===== src/rtl/asram_timing_map.vh =====
// Timing and geometry constants for the asynchronous static memory host
`ifndef ASRAM_TIMING_MAP_VH
`define ASRAM_TIMING_MAP_VH
`define ASRAM_CLK_PERIOD_NS 10
`define ASRAM_ADDR_WIDTH 19
`define ASRAM_DATA_WIDTH 8
`define ASRAM_READ_CYCLE_NS 12
`define ASRAM_ACCESS_NS 12
`define ASRAM_OE_ACCESS_NS 6
`define ASRAM_HOLD_NS 3
`define ASRAM_OFF_NS 6
`define ASRAM_WRITE_CYCLE_NS 12
`define ASRAM_WRITE_PULSE_NS 8
`define ASRAM_DATA_SETUP_NS 6
`define ASRAM_WE_LOWZ_NS 3
`define ASRAM_CEIL(t) (((t) + `ASRAM_CLK_PERIOD_NS - 1) / `ASRAM_CLK_PERIOD_NS)
`define ASRAM_READ_CYC `ASRAM_CEIL(`ASRAM_ACCESS_NS + `ASRAM_CLK_PERIOD_NS)
`define ASRAM_WRITE_CYC `ASRAM_CEIL(`ASRAM_WRITE_PULSE_NS)
`define ASRAM_TURN_CYC `ASRAM_CEIL(`ASRAM_OFF_NS)
`endif


===== src/rtl/asram_cycle_timer.v =====
// Down counter that times each strobe phase in whole clock cycles
`timescale 1ns/1ps
module asram_cycle_timer #(
  parameter WIDTH = 4
) (
  input wire core_clk,
  input wire rstSync_b,
  input wire load,
  input wire [WIDTH-1:0] loadValue,
  output reg done
);
  reg [WIDTH-1:0] count;
  always @(posedge core_clk or negedge rstSync_b) begin
    if (!rstSync_b) begin
      count <= {WIDTH{1'b0}};
      done <= 1'b1;
    end else if (load) begin
      count <= loadValue;
      done <= (loadValue == {WIDTH{1'b0}});
    end else if (count != {WIDTH{1'b0}}) begin
      count <= count - {{(WIDTH-1){1'b0}}, 1'b1};
      done <= (count == {{(WIDTH-1){1'b0}}, 1'b1});
    end
  end
endmodule


===== src/rtl/asram_host.v =====
// Host controller driving an asynchronous byte-wide static memory
`timescale 1ns/1ps
`include "asram_timing_map.vh"
module asram_host #(
  parameter AW = `ASRAM_ADDR_WIDTH,
  parameter DW = `ASRAM_DATA_WIDTH
) (
  input wire core_clk,
  input wire rst_b,
  input wire reqValid,
  input wire reqWrite,
  input wire [AW-1:0] reqAddr,
  input wire [DW-1:0] reqWdata,
  input wire retainReq,
  output reg reqReady,
  output reg rspValid,
  output reg [DW-1:0] rspRdata,
  output reg retainOk,
  output reg [AW-1:0] memAddr,
  output reg memCs_b,
  output reg memOe_b,
  output reg memWe_b,
  output reg [DW-1:0] memDataOut,
  output reg memDataOe_b,
  input wire [DW-1:0] memDataIn
);
  // Counts are whole cycles; only the timer's four bits are kept
  localparam integer READ_N = `ASRAM_READ_CYC;
  localparam integer WRITE_N = `ASRAM_WRITE_CYC;
  localparam integer TURN_N = `ASRAM_TURN_CYC;
  localparam [3:0] LD_READ = READ_N[3:0];
  localparam [3:0] LD_WRITE = WRITE_N[3:0];
  localparam [3:0] LD_TURN = TURN_N[3:0];

  localparam [4:0] ST_IDLE = 5'h01;
  localparam [4:0] ST_RSTB = 5'h02;
  localparam [4:0] ST_WSTB = 5'h04;
  localparam [4:0] ST_TURN = 5'h08;
  localparam [4:0] ST_RET = 5'h10;

  reg rstMeta_b;
  reg rstSync_b;
  reg [4:0] state;
  reg [DW-1:0] din1;
  reg [DW-1:0] din2;
  reg [DW-1:0] din3;
  reg timerLoad;
  reg [3:0] timerValue;
  wire timerDone;
  wire pinsAgree;

  always @(posedge core_clk or negedge rst_b) begin
    if (!rst_b) begin
      rstMeta_b <= 1'b0;
      rstSync_b <= 1'b0;
    end else begin
      rstMeta_b <= 1'b1;
      rstSync_b <= rstMeta_b;
    end
  end

  // Read data crosses from the pins; sample once stage two and three agree
  always @(posedge core_clk or negedge rstSync_b) begin
    if (!rstSync_b) begin
      din1 <= {DW{1'b0}};
      din2 <= {DW{1'b0}};
      din3 <= {DW{1'b0}};
    end else begin
      din1 <= memDataIn;
      din2 <= din1;
      din3 <= din2;
    end
  end

  assign pinsAgree = (din2 == din3);

  // Timer output is stale in the cycle after a load
  function phaseDone;
    input doneIn;
    input loadIn;
    begin
      phaseDone = doneIn && !loadIn;
    end
  endfunction

  asram_cycle_timer #(.WIDTH(4)) uTimer (
    .core_clk(core_clk),
    .rstSync_b(rstSync_b),
    .load(timerLoad),
    .loadValue(timerValue),
    .done(timerDone)
  );

  always @(posedge core_clk or negedge rstSync_b) begin
    if (!rstSync_b) begin
      state <= ST_IDLE;
      reqReady <= 1'b0;
      rspValid <= 1'b0;
      rspRdata <= {DW{1'b0}};
      retainOk <= 1'b0;
      memAddr <= {AW{1'b0}};
      memCs_b <= 1'b1;
      memOe_b <= 1'b1;
      memWe_b <= 1'b1;
      memDataOut <= {DW{1'b0}};
      memDataOe_b <= 1'b1;
      timerLoad <= 1'b0;
      timerValue <= 4'h0;
    end else begin
      timerLoad <= 1'b0;
      rspValid <= 1'b0;
      reqReady <= 1'b0;
      // One-hot phases: idle, read, write, turnaround, retention
      case (state)
        ST_IDLE: begin
          if (retainReq) begin
            memCs_b <= 1'b1;
            state <= ST_RET;
          end else if (reqValid && !reqReady) begin
            // Ready pulses for one cycle; a request still held on the return to idle is taken again
            reqReady <= 1'b1;
            memAddr <= reqAddr;
            memCs_b <= 1'b0;
            timerLoad <= 1'b1;
            if (reqWrite) begin
              // Drive only with output enable high
              memOe_b <= 1'b1;
              memWe_b <= 1'b0;
              memDataOut <= reqWdata;
              memDataOe_b <= 1'b0;
              timerValue <= LD_WRITE;
              state <= ST_WSTB;
            end else begin
              memOe_b <= 1'b0;
              // Fixed wait trades some speed for no ready pin
              // Wait access plus sync delay
              timerValue <= LD_READ;
              state <= ST_RSTB;
            end
          end
        end

        ST_RSTB: begin
          // Wait while stages two and three still differ
          if (phaseDone(timerDone, timerLoad) && pinsAgree) begin
            rspRdata <= din3;
            rspValid <= 1'b1;
            memCs_b <= 1'b1;
            memOe_b <= 1'b1;
            timerLoad <= 1'b1;
            timerValue <= LD_TURN;
            state <= ST_TURN;
          end
        end

        ST_WSTB: begin
          if (phaseDone(timerDone, timerLoad)) begin
            memWe_b <= 1'b1;
            memCs_b <= 1'b1;
            rspValid <= 1'b1;
            timerLoad <= 1'b1;
            timerValue <= LD_TURN;
            state <= ST_TURN;
          end
        end

        ST_TURN: begin
          // Data held one cycle past the write end, then released
          memDataOe_b <= 1'b1;
          if (phaseDone(timerDone, timerLoad)) begin
            state <= ST_IDLE;
          end
        end

        ST_RET: begin
          // Requests wait here until retention is dropped
          retainOk <= retainReq;
          if (!retainReq) begin
            state <= ST_IDLE;
          end
        end

        default: begin
          state <= ST_IDLE;
        end
      endcase
    end
  end
endmodule


===== config.mk =====
export PLATFORM = sky130hd
export DESIGN_NAME = asram_host
export DESIGN_NICKNAME = d
export VERILOG_FILES = /design/src/rtl/asram_cycle_timer.v /design/src/rtl/asram_host.v
export VERILOG_INCLUDE_DIRS = /design/src /design/src/rtl
export SDC_FILE = /design/constraint.sdc
export NUM_CORES = 1
export LEC_CHECK = 0
export BUFFER_PORTS_ARGS = -buffer_cell sky130_fd_sc_hd__buf_2
export CAP_MARGIN = 20
export CORE_ASPECT_RATIO = 1.2
export CORE_MARGIN = 3
export CORE_UTILIZATION = 35
export CTS_CLUSTER_DIAMETER = 30
export DETAILED_ROUTE_END_ITERATION = 7
export PLACE_DENSITY = 0.68
export SYNTH_ARGS = -nofsm -noshare
export SYNTH_HDL_FRONTEND = slang
export SYNTH_SLANG_ARGS = --single-unit

===== constraint.sdc =====
create_clock -name core_clk -period 2.3 [get_ports core_clk]
set_input_delay 0.115 -clock core_clk [delete_from_list [all_inputs] [get_ports core_clk]]
set_output_delay 0.115 -clock core_clk [all_outputs]
set_load 0.05 [all_outputs]

Word level (Yosys, flattened, before mapping) --
Index checks and enable logic that the tools add are counted.
Operators by class: add/subtract/negate cells 1, bitwise gates (word level) 1, eq/ne operators 15, reduce and logical (&&, ||, !) cells 21, mux-type cells 39
Operator list (number):
- 5-bit two-way mux | 6
- 5-bit case mux with 5 select lines | 1
- 4-bit two-way mux | 6
- 1-bit two-way mux | 17
- 4-bit AND reduction | 4
- 5-bit AND reduction | 3
- 2-bit != test (second input constant) | 7
- 4-bit case mux with 3 select lines | 1
- 8-bit == test | 1
- 1-bit case mux with 2 select lines | 4
- 2-bit nonzero test | 4
- 1-bit case mux with 3 select lines | 2
- 5-bit by 1-bit == test with 1-bit output (second input constant) | 1
- 5-bit by 2-bit == test with 1-bit output (second input constant) | 1
- 5-bit by 3-bit == test with 1-bit output (second input constant) | 1
- 5-bit by 4-bit == test with 1-bit output (second input constant) | 1
- 5-bit == test (second input constant) | 1
- 4-bit by 1-bit == test with 1-bit output (second input constant) | 1
- 4-bit logical NOT | 1
- 4-bit nonzero test | 1
- 4-bit by 1-bit subtractor with 4-bit output (second input constant) | 1
- 1-bit logical AND | 3
- 3-bit two-way mux | 1
- 3-bit != test (second input constant) | 1
- 6 further kinds | 7
Storage, ports and cells: register bits after elaboration 83, word-level logic and storage cells 97, output and inout bits 42, bits of input ports 40

Longest topological paths before layout --
Gate-level depths: netlist of the first run.
depth after elaboration 5, gate-level depth with buffers 7, mapped depth without buffers 6

Cells and area by module --
From an unflattened synthesis of the first run, not the netlist that was laid out.
Second synthesis, totals: cell total of the unflattened synthesis 268, area, all modules 3249.4 µm²
Modules (own cells, without submodules):
- asram_host | area an instance 2905.3 µm², times used 1, sequential area each 1908.1 µm², cells an instance 234
- asram_cycle_timer | area an instance 344.1 µm², times used 1, sequential area each 126.4 µm², cells an instance 34

Worst setup path after synthesis of the first run --
OpenSTA, ideal clock, no wires.
path kind flip-flop to flip-flop, from reg state[0], to reg timerValue[1], cell stages (with the launch flop) 6, data arrival time 1728 ps, path slack 447 ps, clock period less this slack 1853 ps, setup time 125 ps, cell sequence dfstp_2 and3b_4 and4_4 buf_6 or3_4 mux2_4
On the way: cells in the longest elaborated chain, start to end 3, elaborated cells on any way between the ends 10
Ends and longest elaborated chain:
- start: declaration | RTL line asram_host.v:43 | reg [4:0] state;
- start signal: assignment | RTL line asram_host.v:96 | state <= ST_IDLE;
- start signal: assignment | RTL line asram_host.v:118 | state <= ST_RET;
- start signal: assignment | RTL line asram_host.v:132 | state <= ST_WSTB;
- 5-bit by 1-bit == test with 1-bit output (tied with other cells) | RTL line asram_host.v:114 | case (state)
- 2-bit != test (no source line) / 3-bit nonzero test (equally long branches)
- 5-bit AND reduction (no source line)
- end signal: assignment | RTL line asram_host.v:108 | timerValue <= 4'h0;
- end signal: assignment | RTL line asram_host.v:131 | timerValue <= LD_WRITE;
- end signal: assignment | RTL line asram_host.v:137 | timerValue <= LD_READ;
- end: declaration | RTL line asram_host.v:48 | reg [3:0] timerValue;
Parallel ways exist; a longest one is shown, timed or not. A chain may end at the register's enable or synchronous reset.

Worst setup path in the final report of the first run --
from reg din3[4], to reg timerValue[1]
On the way: cells in the longest elaborated chain, start to end 4
Ends and longest elaborated chain:
- start: declaration | RTL line asram_host.v:46 | reg [DW-1:0] din3;
- start signal: assignment | RTL line asram_host.v:67 | din3 <= {DW{1'b0}};
- start signal: assignment | RTL line asram_host.v:71 | din3 <= din2;
- 8-bit == test | RTL line asram_host.v:75 | assign pinsAgree = (din2 == din3);
- 1-bit logical AND | RTL line asram_host.v:145 | if (phaseDone(timerDone, timerLoad) && pinsAgree) begin
- 2-bit != test (no source line)
- 5-bit AND reduction (no source line)
- end signal: assignment | RTL line asram_host.v:137
- end signal: assignment | RTL line asram_host.v:151 | timerValue <= LD_TURN;
- end signal: assignment | RTL line asram_host.v:162 | timerValue <= LD_TURN;
No other way between the ends.

==> metrics.txt, run 1 <==
status completed; I/O Pins between 80 and 90; post-synth top area share 0.6105; area of the mapped netlist just over 0.003 sq mm; Vias/cell between 4 and 5; GRT Total Usage 0.1399; Final nets about 420; largest net degree at the start of global routing 42; largest cells by area after synthesis dfrtp_1, nand2_1, mux2_2; CTS Hold Bufs 36; final setup margin between 0.3 and 0.4 ns; Wirelength per Cell roughly 13 microns; Via Count ~2200; Site Rows 36; Reg clk slew, reported paths around 0.070 ns; Layout area overhead 35.04%; YS warnings 0; FF+latch count, synth a little over 80; syn_area_per_cell about 12 sq um; CP Capture Type flip-flop; Unique masters post-synth 39; Die Y ~110 microns; hpwl dp about 4.3 mm; post-CTS setup buffers 0; number of non-filler instances in the completed layout 495; Power Density ~1300 mW/mm^2; initial antenna violation count 0; setup slack at placement between 0.3 and 0.4 ns; final slew viol count 0; initial core utilization 0.3689; Die Width a little over 90 microns; CP Data Required Time approximately 2.5 ns; Max stage delay on crit path around 0.42 ns; unrepaired setup endpoints after global routing no; Max IR drop VDD between 700 and 800 uV; Leak between 2 and 2.5 nW; CORE AREA around 0.0083 sq mm; final hold vios 0; Port Buf Inserts roughly 80; commonest cells after routing, fill and taps aside buf_2, dfrtp_1, nand2_1, dlygate4sd3_1, mux2_2; layout cells sized above 1 0.3412; CTS tree done; worst-path cell chain xor2_1, nor4_1, and4_4, or3_4, mux2_4; Worst Hold Margin roughly 0.036 ns; Worst setup SP type flip-flop; post-layout util 0.4982; GPL Wtd Cong 0.7675; DR iter-0 viols between 100 and 150; worst-path maximum fanout 10; net count after synthesis just under 300; slowest CP cell nor4_1; minimum clock period 1.928 ns; CTS Sinks 81; FF+latch area between 0.002 and 0.0025 sq mm; Clock Skews 0.01052 ns; setup TNS 0 ns; post-route ant nets 0; leading cell type in the layout, fill and taps excluded buf_2; Fmax 0.5186 GHz; Finish-stage setup viols 0; post-synthesis sequential area ratio 0.6618; CTS buffer count 9; crit path kind flip-flop to flip-flop; fill cell count 750; Root Buffer clkbuf_8; total iterations of the first detailed-routing run 6; CTS H-tree lvls 3; Mapped Cells around 250; clk_lat worst skew between 0.3 and 0.4 ns; multi-input logic area about 960 sq um; # DRC 0; Synth area leader dfrtp_1; post_cts resized 0; CTS Buffer Depth 2; gr ovfl total 0; delay-heaviest family, CP simple AND/OR/NAND/NOR gates; Final period util 0.8383; Worst EP arrival around 2.2 ns; Hold Path Class input pin to flip-flop; first-pass GRT wire length between 10 and 15 mm; CP bufs+invs 0; vias in the first global route about 2400; Routed WL 6.296 mm; die area around 0.0099 sq mm; maxcap violations 0; # diodes 0; placed cell count around 440
==> synth_stat cells <==
cell type / number
nor3_1: 4
nor3_4: 1
a21boi_0: 1
or2_2: 1
conb_1: 1
nand3b_1: 3
o21ai_0: 6
clkbuf_1: 5
or3_1: 2
o41ai_1: 1
a21o_1: 1
dfstp_2: 6
buf_4: 3
inv_1: 6
nor4_1: 3
or3_4: 1
dfrtp_1: 75
o211ai_1: 2
and3b_4: 1
nand3_1: 4
nand2_1: 70
ha_1: 3
xnor2_1: 1
o221a_2: 1
a32o_1: 2
xor2_1: 11
nand2b_1: 2
o21a_1: 1
and4_4: 1
o31ai_1: 1
buf_6: 1
o22ai_1: 1
nor2_1: 7
mux2_4: 1
mux2_2: 16
a21oi_1: 3
mux2i_1: 2
nor3b_1: 1
nor2b_1: 1
==> routing by layer <==
layer	part of all wire	GRT usage
met1	0.41	0.1676
met5	0	0
met3	0.069	0.04210
met2	0.50	0.2308
met4	0.023	0.06789
==> logic make-up after synthesis <==
logic type                 after synthesis  share of synthesized area
and+or+nand+nor                        102                     0.1518
DFF                                     81                     0.6618
AOI/OAI and AO/OA                       20                    0.04437
muxes                                   19                    0.07000
buffers and inverters                   15                    0.02442
xor gates and xnor gates                12                    0.03419
adders and majority gates                3                    0.01221
other                                    1                   0.001220
==> sequential cells by signal, summed over array words and instances, names as in the netlist, 2 cells and up <==
name,flops
memAddr,19
din1,8
din2,8
din3,8
memDataOut,8
rspRdata,8
state,5
uTimer.count,4
timerValue,2
==> stage by stage <==
| step | power [mW] | area (sq um) |
|---|---|---|
| finish | 5.298 | 4151 |
| global route | 5.662 | 4151 |
| CTS | 5.356 | 4151 |
| detailed placement | 4.319 | 3603 |
| global placement | 4.262 | 3603 |
| floorplan | 3.805 | 3075 |
==> worst paths after layout <==
kind	from	to	slack, ns	cells past startpoint
min in group asynchronous	rst_b	rstSync_b	0.07	2
min reg2reg	rstSync_b	din1[3]	0.30	0
max	din3[4]	timerValue[1]	0.37	5
max in group asynchronous	rstSync_b	memOe_b	1.28	1
min	reqWrite	state[1]	0.04	2
max reg2reg	din3[4]	timerValue[1]	0.37	5
==> where the power goes <==
part	switching (mW)	internal, mW
sequential	0.290	1.84
clock	0.476	0.496
combinational	1.53	0.664
==> area by class of cell <==
cell class / instances / share of cell area
clock buffer: 10 / 0.03074
clock inverter: 6 / 0.01447
inverter: 6 / 0.005425
multi-input combinational: 157 / 0.2324
sequential: 81 / 0.4910
tap: 114 / 0.03436
timing repair buffer: 121 / 0.1917
Power figures use the tool's default switching activity.
==> run 2: changes to the inputs <==
--- a/config.mk
+++ b/config.mk
@@ -13,7 +13,7 @@
 export CORE_UTILIZATION = 35
 export CTS_CLUSTER_DIAMETER = 30
 export DETAILED_ROUTE_END_ITERATION = 7
-export PLACE_DENSITY = 0.68
+export PLACE_DENSITY = 0.66
 export SYNTH_ARGS = -nofsm -noshare
 export SYNTH_HDL_FRONTEND = slang
 export SYNTH_SLANG_ARGS = --single-unit
==> constraint.sdc (replaced) <==
create_clock -name core_clk -period 1.85 [get_ports core_clk]
set_input_delay 0.0925 -clock core_clk [delete_from_list [all_inputs] [get_ports core_clk]]
set_output_delay 0.0925 -clock core_clk [all_outputs]
set_load 0.05 [all_outputs]
==> metrics.txt, run 2 (same netlist as run 1, synthesis figures left out) <==
status completed; CP Data Required Time around 2.1 ns; final slew viol count 0; first-pass GRT wire length approximately 11 mm; Worst setup SP type flip-flop; total iterations of the first detailed-routing run 4; worst reg2reg endpoint timerValue[1]; FF-to-FF setup slack approximately 0.05 ns; Finish-stage setup viols 0; Die Y between 100 and 150 microns; worst-path maximum fanout 5; Largest Register memAddr; GRT Total Usage 0.1443; Root Buffer clkbuf_8; Worst EP arrival between 2 and 2.5 ns; CP Capture Type flip-flop; placed cell count roughly 450; I/O Pins 82; Hold Path Stages 2; unrepaired setup endpoints after global routing yes; Leak between 2 and 2.5 nW; Hold Path Class input pin to flip-flop; Site Rows 36; vias in the first global route about 2300; post-route ant nets 0; largest net degree at the start of global routing 36; # DRC 0; Max IR drop VDD 902.1 uV; CORE AREA 0.008333 sq mm; setup TNS 0 ns; hpwl dp roughly 4.4 mm; gr ovfl total 0; Fmax ~0.56 GHz; die area 0.009949 sq mm; GPL Wtd Cong 0.7842; number of non-filler instances in the completed layout ~510; CTS H-tree lvls 3; final hold vios 0; Final nets around 430; CTS buffer count 9; crit path kind flip-flop to flip-flop; maxcap violations 0; Vias/cell approximately 4.5; reg-to-reg startpoint din3[3]; CTS Sinks 81; CTS tree done; Routed WL 6.488 mm; CTS Buffer Depth 2; initial antenna violation count 0; hold wc startpoint retainReq; Die Width approximately 92 microns; max FFs per register 19; Power Density 1577 mW/mm^2; minimum clock period between 1.5 and 2 ns; initial core utilization 0.3689; post-layout util 0.5123; Port Buf Inserts 81; Final period util 0.9722; WHS Endpoint state[4]; Via Count 2250; Layout area overhead 38.87%; R2R depth 5; clk_lat worst skew between 0.3 and 0.4 ns; layout cells sized above 1 0.3683; leading cell type in the layout, fill and taps excluded buf_2; DR iter-0 viols between 60 and 70; Clock Skews 0.01006 ns; Reg clk slew, reported paths ~0.08 ns; # diodes 0; commonest cells after routing, fill and taps aside buf_2, dfrtp_1, nand2_1, dlygate4sd3_1, mux2_2; Wirelength per Cell 12.85 microns
## run 2: changes by cell type in the layout (fill, tap and decap cells not counted), sizes merged
cell	previous run	this run
and4	1	2
buf	85	93
clkinv	3	4
clkinvlp	2	1
dlygate4sd3	36	37
## run 2: metal layers
layer  routed length [microns]  track usage  vias to the layer above  part of all wire
met5                         0            0                        -                 0
li1                          -            -                     1099                 -
met2                      3298       0.2439                       57              0.51
met4                       142      0.07759                        0             0.022
met3                       311      0.03865                       12             0.048
met1                      2735       0.1676                     1082              0.42
## run 2: critical path, stage by stage, from the launching register on
cell and delay, ns:
dfrtp_1 0.39, xor2_1 0.18, nor4_2 0.37, and4_4 0.33, or3_4 0.14, mux2_4 0.29
## run 2: what timing repair did
item / in CTS / in global routing
pin swaps: 1 / 2
endpoints found under the hold margin: 38 / 0
buffers inserted: 0 / 0
resized for setup: 1 / 4
hold buffers: 37 / 0
setup endpoints to repair: 1 / 11
gates cloned: 0 / 1
## run 2: power by group
group          switching [mW]  internal, mW  total (mW)
logic                    1.95         0.887        2.84
registers               0.331          2.29        2.62
clock network           0.623         0.650        1.27
## run 2: area by class of cell
| cell class | instances | area (sq um) |
|---|---|---|
| Tap cell | 114 | 142.6 |
| Multi-Input combinational cell | 158 | 992.2 |
| Timing Repair Buffer | 130 | 878.3 |
| Clock buffer | 10 | 137.6 |
| Sequential cell | 81 | 2038 |
| Fill cell | 747 | 4064 |
| Clock inverter | 6 | 57.56 |
| Inverter | 6 | 22.52 |
## run 2: how the worst max path moves through the flow
stage	cells past startpoint	slack [ns]	start	endpoint
after floorplan	6	0.01	reqReady	memDataOut[0]
after global placement	5	0.007	din3[4]	timerValue[1]
after detailed placement	5	-0.008	din3[4]	timerValue[1]
after CTS	6	0.005	state[0]	memDataOut[2]
after global routing	5	-0.02	din3[3]	timerValue[1]
final	5	0.05	din3[3]	timerValue[1]
## run 2: metrics by stage
step	hold WS, ns	setup WS [ns]	cell area (sq um)	power, mW
after global routing	0.01265	-0.02096	4269	7.162
after floorplan	-0.2031	0.01286	3075	4.731
after CTS	0.006827	0.005354	4248	6.794
after global placement	-0.1228	0.006538	3676	5.361
final	0.03486	0.05137	4269	6.734
after detailed placement	-0.1193	-0.008423	3676	5.429
